File: src/pah_pkg.sv
// package of constants and types for the parallel converter handshake block
package pah_pkg;
  localparam int RES_BITS = 10;
  localparam int CLK_MHZ = 40;
  localparam int CONV_TIME_NS = 6000;
  localparam int CONV_MAX_CYC = (CONV_TIME_NS * CLK_MHZ) / 1000;
  localparam int INT_DIV = 8;
  localparam int EXT_LOSS_CYC = 64;
  localparam int CNT_W = 8;
  localparam logic [RES_BITS-1:0] RESULT_RST = 10'h000;
  localparam logic [RES_BITS-1:0] ALL_ONES = 10'h3FF;
  typedef enum logic [1:0] {PAH_TRACK, PAH_HOLD, PAH_DONE} pah_state_t;
endpackage

File: src/pah_sar_if.sv
// interface between the handshake control and the approximation sequencer
`timescale 1ns/1ps
`default_nettype none
interface pah_sar_if;
  logic start;
  logic step;
  logic busy;
  logic done;
  logic [9:0] result;
  modport ctrl (output start, output step, input busy, input done, input result);
  modport sar (input start, input step, output busy, output done, output result);
endinterface
`default_nettype wire

File: src/pah_sar.sv
// successive-approximation sequencer, one bit decided per step pulse
`timescale 1ns/1ps
`default_nettype none
module pah_sar
  import pah_pkg::*;
(
  input wire logic clock,
  input wire logic rst_n,
  input wire logic clk_en,
  input wire logic [RES_BITS-1:0] held_sample,
  pah_sar_if.sar link
);
  typedef struct packed {
    logic busy;
    logic done;
    logic [3:0] bit_idx;
    logic [RES_BITS-1:0] trial;
  } pah_sar_st_t;
  pah_sar_st_t st_q, st_d;
  logic [RES_BITS-1:0] probe;
  always_comb begin
    st_d = st_q;
    st_d.done = 1'b0;
    probe = st_q.trial | (10'h001 << st_q.bit_idx);
    if (link.start) begin
      st_d.busy = 1'b1;
      st_d.trial = RESULT_RST;
      st_d.bit_idx = 4'(RES_BITS - 1);
    end else if (st_q.busy && link.step) begin
      // keep the trial bit when the held sample is at or above the probe
      if (held_sample >= probe) begin
        st_d.trial = probe;
      end
      if (st_q.bit_idx == 4'h0) begin
        st_d.busy = 1'b0;
        st_d.done = 1'b1;
      end else begin
        st_d.bit_idx = st_q.bit_idx - 4'h1;
      end
    end
  end
  always_ff @(posedge clock or negedge rst_n) begin
    if (!rst_n) begin
      st_q <= '0;
    end else if (clk_en) begin
      st_q <= st_d;
    end
  end
  assign link.busy = st_q.busy;
  assign link.done = st_q.done;
  assign link.result = st_q.trial;
  // rise only: a frozen clock enable may hold done while busy is already low
  done_after_busy_a: assert property (@(posedge clock) disable iff (!rst_n)
    $rose(link.done) |-> $past(st_q.busy))
    else $error("done without a running conversion");
endmodule
`default_nettype wire

File: src/pah_top.sv
// handshake control: select, write start, done flag, result latch and bus drive
`timescale 1ns/1ps
`default_nettype none
module pah_top
  import pah_pkg::*;
(
  input wire logic clock,
  input wire logic rst_n,
  input wire logic clk_en,
  input wire logic sel_n,
  input wire logic wr_n,
  input wire logic rd_n,
  input wire logic external_clock_in,
  input wire logic [RES_BITS-1:0] analog_code,
  input wire logic over_ref_hi,
  input wire logic under_ref_lo,
  output logic [RES_BITS-1:0] result_bus,
  output logic result_bus_oe,
  output logic done_n,
  output logic tracking,
  output logic ext_clock_used
);
  import pah_pkg::*;
  typedef struct packed {
    pah_state_t state;
    logic wr_act;
    logic ext_prev;
    logic ext_seen;
    logic [CNT_W-1:0] ext_idle;
    logic [CNT_W-1:0] div_cnt;
    logic [CNT_W-1:0] conv_cnt;
    logic [3:0] steps;
    logic [RES_BITS-1:0] sample;
    logic [RES_BITS-1:0] latch;
    logic [RES_BITS-1:0] bus;
    logic oe;
    logic done_n;
    logic tracking;
  } pah_st_t;
  pah_st_t st_q, st_d;
  pah_sar_if sar_link ();
  logic ext_rise;
  logic int_tick;
  logic rd_sel;
  logic [RES_BITS-1:0] clamped;
  always_comb begin
    st_d = st_q;
    // out-of-range inputs clamp to the code ends
    if (over_ref_hi) begin
      clamped = ALL_ONES;
    end else if (under_ref_lo) begin
      clamped = RESULT_RST;
    end else begin
      clamped = analog_code;
    end
    rd_sel = !sel_n && !rd_n;
    ext_rise = external_clock_in && !st_q.ext_prev;
    // internal step every INT_DIV cycles keeps ten steps well inside the time limit
    int_tick = (st_q.div_cnt == CNT_W'(INT_DIV - 1));
    st_d.ext_prev = external_clock_in;
    st_d.div_cnt = int_tick ? '0 : CNT_W'(st_q.div_cnt + 1'b1);
    // edges on the external input mark it present until it idles
    if (ext_rise) begin
      st_d.ext_seen = 1'b1;
      st_d.ext_idle = '0;
    end else if (st_q.ext_idle == CNT_W'(EXT_LOSS_CYC)) begin
      st_d.ext_seen = 1'b0;
    end else begin
      st_d.ext_idle = CNT_W'(st_q.ext_idle + 1'b1);
    end
    sar_link.start = 1'b0;
    sar_link.step = st_q.ext_seen ? ext_rise : int_tick;
    // select may let go together with the strobe, so either rising ends the strobe
    st_d.wr_act = !sel_n && !wr_n;
    unique case (st_q.state)
      PAH_TRACK: begin
        st_d.tracking = 1'b1;
        st_d.sample = clamped;
        // conversion starts on the rising edge of a selected write
        if (st_q.wr_act && (wr_n || sel_n)) begin
          st_d.state = PAH_HOLD;
          st_d.tracking = 1'b0;
          st_d.conv_cnt = '0;
          st_d.steps = '0;
          sar_link.start = 1'b1;
        end
      end
      PAH_HOLD: begin
        st_d.conv_cnt = CNT_W'(st_q.conv_cnt + 1'b1);
        // step count lets the checks see the sequencer finish on its last step
        if (sar_link.step) begin
          st_d.steps = st_q.steps + 4'h1;
        end
        // latch the result and pull the done flag low
        if (sar_link.done) begin
          st_d.latch = sar_link.result;
          st_d.done_n = 1'b0;
          st_d.state = PAH_DONE;
        end
      end
      PAH_DONE: begin
        // a selected read raises the flag; tracking restarts on its rise
        if (rd_sel) begin
          st_d.done_n = 1'b1;
          st_d.state = PAH_TRACK;
          st_d.tracking = 1'b1;
        end
      end
    endcase
    // a write while not tracking is ignored: the hold is already in progress
    st_d.oe = rd_sel;
    st_d.bus = rd_sel ? st_q.latch : '0;
  end

  always_ff @(posedge clock or negedge rst_n) begin
    if (!rst_n) begin
      st_q <= '0;
      st_q.done_n <= 1'b1;
      st_q.tracking <= 1'b1;
      st_q.state <= PAH_TRACK;
    end else if (clk_en) begin
      st_q <= st_d;
    end
  end

  pah_sar u_sar (
    .clock(clock),
    .rst_n(rst_n),
    .clk_en(clk_en),
    .held_sample(st_q.sample),
    .link(sar_link.sar)
  );

  assign result_bus = st_q.bus;
  assign result_bus_oe = st_q.oe;
  assign done_n = st_q.done_n;
  assign tracking = st_q.tracking;
  assign ext_clock_used = st_q.ext_seen;

  // outputs are registered, so checks from an input to an output allow the one-cycle lag of the state
  bus_drive_sel_a: assert property (@(posedge clock) disable iff (!rst_n)
    $past(clk_en) && result_bus_oe |-> $past(!sel_n && !rd_n))
    else $error("bus driven unselected");
  bus_off_idle_a: assert property (@(posedge clock) disable iff (!rst_n)
    clk_en && $past(clk_en) && $past(sel_n) |-> !result_bus_oe)
    else $error("bus on with select high");
  start_hold_a: assert property (@(posedge clock) disable iff (!rst_n)
    sar_link.start && clk_en |=> !tracking)
    else $error("no hold after write");
  conv_bound_a: assert property (@(posedge clock) disable iff (!rst_n)
    st_q.state == PAH_HOLD && !st_q.ext_seen |-> st_q.conv_cnt <= CNT_W'(CONV_MAX_CYC))
    else $error("conversion too long");
  done_low_a: assert property (@(posedge clock) disable iff (!rst_n)
    clk_en && sar_link.done && st_q.state == PAH_HOLD |=> !done_n)
    else $error("done flag not low");
  read_raise_a: assert property (@(posedge clock) disable iff (!rst_n)
    clk_en && st_q.state == PAH_DONE && rd_sel |=> done_n && tracking)
    else $error("read no raise");
  track_done_a: assert property (@(posedge clock) disable iff (!rst_n)
    $rose(done_n) |-> tracking)
    else $error("not tracking after done rise");
  ext_step_a: assert property (@(posedge clock) disable iff (!rst_n)
    st_q.ext_seen && sar_link.step |-> ext_rise)
    else $error("step not from external clock");

  // state and bus checks that a broken sequencer or mux would trip
  oe_on_read_a: assert property (@(posedge clock) disable iff (!rst_n)
    clk_en && rd_sel |=> result_bus_oe)
    else $error("bus not driven on read");
  bus_zero_off_a: assert property (@(posedge clock) disable iff (!rst_n)
    !result_bus_oe |-> result_bus == '0)
    else $error("bus value while released");
  bus_latch_a: assert property (@(posedge clock) disable iff (!rst_n)
    clk_en && rd_sel |=> result_bus == $past(st_q.latch))
    else $error("bus not the latched result");
  track_state_a: assert property (@(posedge clock) disable iff (!rst_n)
    tracking == (st_q.state == PAH_TRACK))
    else $error("tracking flag out of step");
  unsel_no_start_a: assert property (@(posedge clock) disable iff (!rst_n)
    clk_en && st_q.state == PAH_TRACK && !st_q.wr_act |=> tracking)
    else $error("hold without selected write");
  start_needs_write_a: assert property (@(posedge clock) disable iff (!rst_n)
    $fell(tracking) |-> $past(st_q.wr_act && (wr_n || sel_n)))
    else $error("hold without write rise");
  sample_held_a: assert property (@(posedge clock) disable iff (!rst_n)
    st_q.state != PAH_TRACK |=> $stable(st_q.sample))
    else $error("sample moved in hold");
  start_sar_a: assert property (@(posedge clock) disable iff (!rst_n)
    clk_en && sar_link.start |=> sar_link.busy)
    else $error("sequencer not started");
  step_count_a: assert property (@(posedge clock) disable iff (!rst_n)
    st_q.state == PAH_HOLD |-> st_q.steps <= 4'(RES_BITS))
    else $error("too many steps");
  done_steps_a: assert property (@(posedge clock) disable iff (!rst_n)
    sar_link.done && st_q.state == PAH_HOLD |-> st_q.steps == 4'(RES_BITS))
    else $error("done after wrong step count");
  done_result_a: assert property (@(posedge clock) disable iff (!rst_n)
    clk_en && sar_link.done && st_q.state == PAH_HOLD |=> st_q.latch == $past(sar_link.result))
    else $error("result not latched");
  done_from_sar_a: assert property (@(posedge clock) disable iff (!rst_n)
    $fell(done_n) |-> $past(sar_link.done))
    else $error("done flag low without result");
  done_wait_a: assert property (@(posedge clock) disable iff (!rst_n)
    clk_en && st_q.state == PAH_DONE && !rd_sel |=> !done_n)
    else $error("done flag left before read");
  rise_needs_read_a: assert property (@(posedge clock) disable iff (!rst_n)
    $rose(done_n) |-> $past(rd_sel))
    else $error("done flag raised without read");
  clamp_hi_a: assert property (@(posedge clock) disable iff (!rst_n)
    clk_en && st_q.state == PAH_TRACK && over_ref_hi |=> st_q.sample == ALL_ONES)
    else $error("high input not clamped");
  clamp_lo_a: assert property (@(posedge clock) disable iff (!rst_n)
    clk_en && st_q.state == PAH_TRACK && under_ref_lo && !over_ref_hi
    |=> st_q.sample == RESULT_RST) else $error("low input not clamped");
  ext_found_a: assert property (@(posedge clock) disable iff (!rst_n)
    clk_en && ext_rise |=> ext_clock_used)
    else $error("external clock not taken");
  ext_lost_a: assert property (@(posedge clock) disable iff (!rst_n)
    clk_en && st_q.ext_idle == CNT_W'(EXT_LOSS_CYC) && !ext_rise |=> !ext_clock_used)
    else $error("idle external clock kept");
endmodule
`default_nettype wire

File: config.mk
export PLATFORM = sky130hd
export DESIGN_NAME = pah_top
export DESIGN_NICKNAME = d
export VERILOG_FILES = /design/src/pah_pkg.sv /design/src/pah_sar_if.sv /design/src/pah_sar.sv /design/src/pah_top.sv
export SDC_FILE = /design/constraint.sdc
export NUM_CORES = 1
export LEC_CHECK = 0
export BUFFER_PORTS_ARGS = -buffer_cell sky130_fd_sc_hd__buf_4
export CORE_MARGIN = 2
export CORE_UTILIZATION = 50
export CTS_CLUSTER_SIZE = 24
export DETAILED_ROUTE_END_ITERATION = 7
export PLACE_DENSITY_LB_ADDON = 0.25
export RECOVER_POWER = 100
export REMOVE_ABC_BUFFERS = 1
export SLEW_MARGIN = 10
export SYNTH_ARGS = -nofsm -noshare
export SYNTH_HDL_FRONTEND = slang
export SYNTH_HIERARCHICAL = 1
export SYNTH_SLANG_ARGS = --single-unit
File: constraint.sdc
create_clock -name clock -period 2.55 [get_ports clock]
set_clock_uncertainty 0.1 [all_clocks]
set_input_delay 0.51 -clock clock [delete_from_list [all_inputs] [get_ports clock]]
set_output_delay 0.51 -clock clock [all_outputs]
set_load 0.01 [all_outputs]
# Word-level counts from Yosys, hierarchy flattened
# Cells that the tools add are included.
[classes] addsub=3 order_cmp=1 n_eq_ne=9 shift=1 muxes=26 n_bitwise=1 reduce_logical=28
[op_table] cell="$mux 10" n=4
[op_table] cell="$add 8x1->8 const B" n=2
[op_table] cell="$mux 16" n=1
[op_table] cell="$mux 8" n=2
[op_table] cell="$reduce_and 3->1" n=5
[op_table] cell="$mux 14" n=1
[op_table] cell="$reduce_bool 2->1" n=6
[op_table] cell="$ge 10x10->1" n=1
[op_table] cell="$mux 2" n=5
[op_table] cell="$or 10x10->10" n=1
[op_table] cell="$shl 1x4->10 const A" n=1
[op_table] cell="$mux 9" n=1
[op_table] cell="$eq 8x3->1 const B" n=1
[op_table] cell="$eq 8x7->1 const B" n=1
[op_table] cell="$mux 1" n=8
[op_table] cell="$ne 2x2->1 const B" n=4
[op_table] cell="$reduce_and 4->1" n=2
[op_table] cell="$pmux 2 s3" n=1
[op_table] cell="$reduce_and 2->1" n=3
[op_table] cell="$logic_and 1x1->1" n=5
[op_table] cell="$logic_not 1->1" n=4
[op_table] cell="$logic_not 4->1" n=1
[op_table] cell="$mux 4" n=1
[op_table] cell="$pmux 1 s2" n=2
[op_table] cell="other kinds (6)" n=6
[totals] ff_bits=70 in_bits=19 elab_cells=85

# Depth between registers and ports, before layout
# Gate-level depths: netlist (run 1).
[depth] word_depth=6 ltp_mapped=11

# Cells and area by module
# Netlist (run 1), hierarchy kept.
[by_module_without_submodules] module="pah_top" n_inst=1 cells_each=224 area_per_inst_um2=2497.4 seq_area_each_um2=1353.8
[by_module_without_submodules] module="pah_sar" n_inst=1 cells_each=122 area_per_inst_um2=1174.9 seq_area_each_um2=400.4

# Worst setup path after synthesis (run 1)
# OpenSTA, ideal clock, no wires.
[synth_path] path_kind="reg2reg" startpoint="register u_sar/st_q[10] (netlist bit)" endpoint="register u_sar.st_q, in the netlist u_sar/link.result[0]" setup_ns=0.121 arrival_ns=2.394 required_time_ns=2.329 setup_slack_ns=-0.065 stages_incl_launch_ff=11 n_path_buf=0 period_less_slack_ns=2.615 path_cell_list="dfrtp_1 -> inv_1 -> ha_1 -> or3b_4 -> nand2b_1 -> ha_1 -> nand2b_1 -> a211oi_1 -> a2bb2oi_1 -> o21ai_1 -> a22o_1"
[synth_between] elab_chain_cells=5 word_cells_on_any_way=8
[synth_lines] element="start, declared" line_no="pah_sar.sv:19" text="pah_sar_st_t st_q, st_d;"
[synth_lines] element="start signal, assigned" line_no="pah_sar.sv:46" text="st_q <= st_d;"
[synth_lines] element="$shl 1x4->10 (*)" line_no="pah_sar.sv:24" text="probe = st_q.trial | (10'h001 << st_q.bit_idx);"
[synth_lines] element="$or 10x10->10 (*)" line_no="pah_sar.sv:24"
[synth_lines] element="$ge 10x10->1 or $mux 10 (tied branches)" line_no="pah_sar.sv:31" text="if (held_sample >= probe) begin"
[synth_lines] element="$reduce_bool 2->1 (no source line) or $mux 16 (tied branches)"
[synth_lines] element="$reduce_and 3->1 (no source line) or $mux 14 (tied branches)"
# Every way passes the cells marked *; elsewhere a longest branch is shown, timed or not. The select of a mux whose other input is x is not followed.
# A chain may end at the register's enable or synchronous reset.

# Worst setup path after layout (run 1)
[layout_path] startpoint="register u_sar/st_q[11] (netlist bit)" endpoint="register u_sar.st_q, in the netlist u_sar/link.result[1]"
# Same word-level chain as after synthesis.

==> impl_metrics.env, run 1 <==
export IMPL_p_per_area_nw_per_um2=593
export IMPL_synth_compound_area_frac=0.172
export IMPL_synth_ff_type="dfrtp_1"
export IMPL_synth_area_um2=3670
export IMPL_fin_nets=415
export IMPL_first_pass_iters=4
export IMPL_cp_required_ns=2.69
export IMPL_power_leakage_nw=1.93
export IMPL_path_class="reg2reg"
export IMPL_die_x_um=89.7
export IMPL_synth_area_per_cell_um2=10.6
export IMPL_avgRoutedWirePerCell_um=15.1
export IMPL_num_rows=31
export IMPL_synth_seq_cells=70
export IMPL_cp_arrival_ns=2.64
export IMPL_grt_pass1_vias=2534
export IMPL_cts_clk_slew_worst_paths_ns=0.08
export IMPL_grt_first_pass_wirelength_mm=12.3
export IMPL_endpoint_kind="register"
export IMPL_r2r_slack_ns=0.05
export IMPL_hold_viol_final=0
export IMPL_yosys_top_cells_area="dfrtp_1, ha_1, a22o_1"
export IMPL_place_ws_ns=-0.147
export IMPL_rsz0062_at_grt="yes"
export IMPL_synthSimpleGateAreaFrac=0.141
export IMPL_critPathLaunchType="register"
export IMPL_fillers=611
export IMPL_fin_crit_sh=0.981
export IMPL_clock_sinks=70
export IMPL_hpwl_mm=4.89
export IMPL_yosys_area_share_adder=0.0716
export IMPL_cts_tree="yes"
export IMPL_crit_fanout=5
export IMPL_yosysTopAreaCell="dfrtp_1"
export IMPL_fin_area_um2=4190
export IMPL_num_vias=2638
export IMPL_grt_start_max_net_pins=71
export IMPL_synth_xor_xnor_area_share=0.0119
export IMPL_report_final_slew_viol_count=71
export IMPL_setup_slack_ns=0.0491
export IMPL_drt_iter0_drc=175
export IMPL_viasPerCell=5.51
export IMPL_cts_max_path_buffers=2
export IMPL_antenna_cells=0
export IMPL_peakVddDrop_v=0.000280
export IMPL_violations="max-capacitance violations, max-slew violations"
export IMPL_hold_slack_ns=0.246
export IMPL_final_cell_mix="dfrtp_1, a21oi_1, buf_4"
export IMPL_final_min_clock_period_ns=2.50
export IMPL_synth_top_family_by_area="compound AO/OA/AOI/OAI gates"
export IMPL_ys_async_sr_fraction=1.00
export IMPL_portBuffers=32
export IMPL_yosysWarnings=6
export IMPL_grt_util_all_layers=0.188
export IMPL_drt_wl_total_mm=7.23
export IMPL_max_cap_violations=1
export IMPL_yosysUniqueCellTypes=54
export IMPL_cts_made_buffers=9
export IMPL_worst_pin_slew_ns=1.68
export IMPL_dieArea_um2=8050
export IMPL_drc=0
export IMPL_multiInputGateArea_um2=1780
export IMPL_cts_hold_fix_buffers=0
export IMPL_layout_commonest_cell="dfrtp_1"
export IMPL_ioPinCount=33
export IMPL_gp_congestion=0.823
export IMPL_hp_class="in2reg"
export IMPL_synth_cells=346
export IMPL_postRouteAntennaNets=0
export IMPL_synthMuxAreaShare=0.0572
export IMPL_slew_limit_headroom=-0.121
export IMPL_drive_gt1_frac=0.239
export IMPL_clock_fmax_mhz=400
export IMPL_antenna_found_initial=0
export IMPL_clk_latency_ns=0.35
export IMPL_status="complete, but fails checks"
export IMPL_synth_seq_area_share=0.478
export IMPL_die_h_um=89.7
export IMPL_synth_top_area_share=0.463
export IMPL_initial_utilization=0.512
export IMPL_core_um2=7180
export IMPL_synth_edf_count=0
export IMPL_seqCellArea_um2=1750
export IMPL_setup_viol=0
export IMPL_cts_root_buffer_cell="clkbuf_8"
export IMPL_ctsHtreeMaxLevel=3
export IMPL_overflow=0
export IMPL_finalSetupTns_ns=0
export IMPL_postPlaceCellArea_um2=3940
export IMPL_synthToLayoutAreaGrowth_pct=14.0
[routing by layer]
layer	GRT usage	wire length, um	vias to the layer above
li1	-	-	1286
met1	0.257	3420	1266
met2	0.299	3380	71
met3	0.0436	304	15
met4	0.0577	139	0
met5	0	0	-
[layout make-up]
class | instances | share of cell area
multi-input cells | 234 | 0.424
flip-flops and latches | 70 | 0.419
repair buffers | 48 | 0.0732
clock buffers | 10 | 0.0329
well taps | 99 | 0.0296
clock inverters | 6 | 0.0108
inverters | 12 | 0.0108
[path summary, 6_finish.rpt]
path | start | end | cells after the start
min reg2reg | st_q[52] | st_q[52] | 1
min in group asynchronous | rst_n | st_q[58] | 1
max | u_sar/st_q[11] | u_sar/link.result[1] | 10
max reg2reg | u_sar/st_q[11] | u_sar/link.result[1] | 10
max in group asynchronous | rst_n | st_q[26] | 1
min | wr_n | st_q[63] | 2
[what timing repair did]
| item | in CTS | in global routing |
|---|---|---|
| buffers inserted | 0 | 2 |
| gates cloned | 0 | 2 |
| gates resized for setup | 4 | 17 |
| pin swaps | 0 | 13 |
| setup endpoints to repair | 10 | 12 |
[cells in the mapped netlist (2+ instances only)]
library cell	number
nand4_1	7
nor3_2	2
xnor2_1	4
buf_4	20
nor3b_1	2
o2bb2ai_1	3
a21oi_1	33
mux2_1	2
ha_1	21
nand2_1	22
mux2i_1	3
o21ai_1	5
nand2b_1	4
clkbuf_1	2
a2bb2oi_1	2
and2_2	2
nor3_1	4
o31ai_1	3
inv_1	10
mux2_2	14
dfrtp_1	68
o21ai_0	9
a211oi_1	3
a21o_1	4
nor2b_1	12
a22o_1	20
o22a_1	3
nor2_1	24
dfstp_2	2
buf_2	9
o22ai_1	2
nand3_1	3
[stage by stage]
stage / total power, mW / utilization / std cells
after global placement: 1.66 / 0.548 / 459
after CTS: 2.50 / 0.576 / 475
after detailed placement: 1.67 / 0.548 / 459
after floorplan: 1.53 / - / 314
after global routing: 2.65 / 0.584 / 479
final: 2.49 / 0.584 / 479
[logic make-up after synthesis]
| kind of cell | Yosys count |
|---|---|
| buffers and inverters | 44 |
| DFF | 70 |
| AOI/OAI and AO/OA | 93 |
| muxes | 19 |
| adders and majority gates | 21 |
| xor gates and xnor gates | 5 |
| and+or+nand+nor | 94 |
[where the power goes]
part | leakage (nW) | switching [mW] | internal [mW]
combinational | 0.935 | 0.195 | 0.174
clock | 0.0849 | 0.435 | 0.382
sequential | 0.909 | 0.100 | 1.20
total | 1.93 | 0.731 | 1.75
[state kept, by name (all words and copies together), names as in the netlist]
signal,flops
done_n,1
u_sar/link.done,1
st_q,40
u_sar/link.busy,1
u_sar/st_q,4
ext_clock_used,1
result_bus_oe,1
tracking,1
result_bus,10
u_sar/link.result,10
[critical path: stages, from the launching register on]
cell	delay [ns]
dfrtp_1	0.40
inv_2	0.08
ha_4	0.12
or3b_4	0.38
nand2b_1	0.10
ha_1	0.23
nand2b_4	0.15
a211oi_4	0.25
a2bb2oi_4	0.27
o21ai_4	0.10
a22o_1	0.22
No activity file was read; power rests on OpenSTA's default activity.
==> run 2, diff against run 1 <==
--- a/config.mk
+++ b/config.mk
@@ -6,6 +6,7 @@
 export NUM_CORES = 1
 export LEC_CHECK = 0
 export BUFFER_PORTS_ARGS = -buffer_cell sky130_fd_sc_hd__buf_4
+export CORE_ASPECT_RATIO = 1.2
 export CORE_MARGIN = 2
 export CORE_UTILIZATION = 50
 export CTS_CLUSTER_SIZE = 24
==> run 2 against run 1 <==
- the flow still finishes with violations (max-capacitance violations, max-slew violations)
- power grew 3.5%
- cell count shrank 1.9%
- critical path depth grew 1
==> impl_metrics.env, run 2 (synthesized netlist as in run 1, its figures left out) <==
export IMPL_status="complete, but fails checks"
export IMPL_violations="max-capacitance violations, max-slew violations"
export IMPL_ioPinCount=33
export IMPL_path_common_cell="buf_4"
export IMPL_synthToLayoutAreaGrowth_pct=13.8
export IMPL_fin_nets=415
export IMPL_die_x_um=82.2
export IMPL_dieArea_um2=8050
export IMPL_hp_class="in2reg"
export IMPL_cp_cell_sequence="inv_2, ha_4, buf_4, buf_4, a21oi_1, ha_1, o21ai_0, nor2_1, nor3_4, o22a_1, a22o_1"
export IMPL_endpoint_kind="register"
export IMPL_postRouteAntennaNets=0
export IMPL_viasPerCell=5.62
export IMPL_antenna_cells=0
export IMPL_fin_util=0.581
export IMPL_path_class="reg2reg"
export IMPL_cpPeakStageDelay_ns=0.37
export IMPL_clock_fmax_mhz=397
export IMPL_path_delay_family="compound AO/OA/AOI/OAI gates"
export IMPL_layout_commonest_cell="dfrtp_1"
export IMPL_cp_arrival_ns=2.70
export IMPL_crit_fanout=4
export IMPL_power_leakage_nw=1.93
export IMPL_portBuffers=32
export IMPL_drive_gt1_frac=0.237
export IMPL_clock_sinks=70
export IMPL_core_um2=7190
export IMPL_worst_pin_slew_ns=1.65
export IMPL_cts_made_buffers=9
export IMPL_cts_hold_fix_buffers=0
export IMPL_grt_pass1_vias=2511
export IMPL_drt_wl_total_mm=7.12
export IMPL_fin_crit_sh=0.988
export IMPL_initial_utilization=0.511
export IMPL_grt_util_all_layers=0.188
export IMPL_die_h_um=97.9
export IMPL_peakVddDrop_v=0.000314
export IMPL_max_cap_violations=2
export IMPL_hpwl_mm=4.89
export IMPL_cts_clk_slew_worst_paths_ns=0.08
export IMPL_largest_register="st_q"
export IMPL_antenna_found_initial=0
export IMPL_final_cell_mix="dfrtp_1, buf_4, a21oi_1"
export IMPL_postPlaceCellArea_um2=3920
export IMPL_cp_required_ns=2.73
export IMPL_drt_iter0_drc=169
export IMPL_grt_first_pass_wirelength_mm=11.6
export IMPL_clk_latency_ns=0.35
export IMPL_cp_slowest_cell="dfrtp_1"
export IMPL_final_min_clock_period_ns=2.52
export IMPL_cts_root_buffer_cell="clkbuf_8"
export IMPL_overflow=0
export IMPL_hold_viol_final=0
export IMPL_grt_start_max_net_pins=71
export IMPL_avgRoutedWirePerCell_um=15.1
export IMPL_critPathBufInv=3
export IMPL_slew_limit_headroom=-0.0968
export IMPL_cts_tree="yes"
export IMPL_setup_viol=0
export IMPL_cts_max_path_buffers=2
export IMPL_fin_area_um2=4180
export IMPL_setup_slack_ns=0.0305
export IMPL_first_pass_iters=4
export IMPL_ctsHtreeMaxLevel=3
export IMPL_p_per_area_nw_per_um2=616
export IMPL_critPathLaunchType="register"
export IMPL_gp_congestion=0.882
export IMPL_place_ws_ns=-0.0714
export IMPL_largest_reg_flops=40
export IMPL_drc=0
export IMPL_num_rows=34
export IMPL_num_vias=2642
export IMPL_report_final_slew_viol_count=71
-- run 2: worst paths after layout --
check	from	slack, ns	to	depth (start not counted)
min in group asynchronous	rst_n	0.48	st_q[62]	1
worst min-delay path	wr_n	0.25	st_q[63]	2
worst max-delay path	u_sar/st_q[10]	0.03	u_sar/link.result[6]	11
max in group asynchronous	rst_n	0.89	u_sar/st_q[11]	1
worst max register to register	u_sar/st_q[10]	0.03	u_sar/link.result[6]	11
worst min register to register	st_q[52]	0.38	st_q[52]	1
-- run 2: what timing repair did --
action | 4_1_cts | 5_1_grt
gates resized for setup | 4 | 22
gates cloned | 0 | 2
pin swaps | 0 | 12
hold endpoints to repair | 0 | 0
setup endpoints to repair | 10 | 11
setup buffers | 0 | 3
-- run 2: power breakdown --
part           total, mW  internal (mW)  switching, mW
Clock              0.923          0.481          0.441
Combinational      0.352          0.163          0.190
Sequential          1.30           1.20         0.0990
-- run 2: layout make-up --
class | instances | area (um2)
Clock inverter | 6 | 68.8
Fill cell | 610 | 3010
Timing Repair Buffer | 48 | 305
Inverter | 12 | 45.0
Multi-Input combinational cell | 234 | 1760
Sequential cell | 70 | 1750
Clock buffer | 10 | 138
Tap cell | 90 | 113
-- run 2: layer usage --
layer	GRT usage	wire, um	vias to the layer above
li1	-	-	1279
met1	0.230	3060	1289
met2	0.313	3630	54
met3	0.0407	226	20
met4	0.0833	210	0
met5	0	0	-
-- run 2: metrics by stage --
step | TNS [ns] | hold WS [ns] | std cells | power, mW
4_1_cts | 0 | 0.193 | 465 | 2.60
5_1_grt | -1.22 | 0.231 | 470 | 2.71
6_report | 0 | 0.249 | 470 | 2.57
3_3_place_gp | -0.00290 | 0.360 | 449 | 1.66
3_5_place_dp | -0.617 | 0.369 | 449 | 1.67
2_1_floorplan | -0.647 | 0.114 | 314 | 1.53
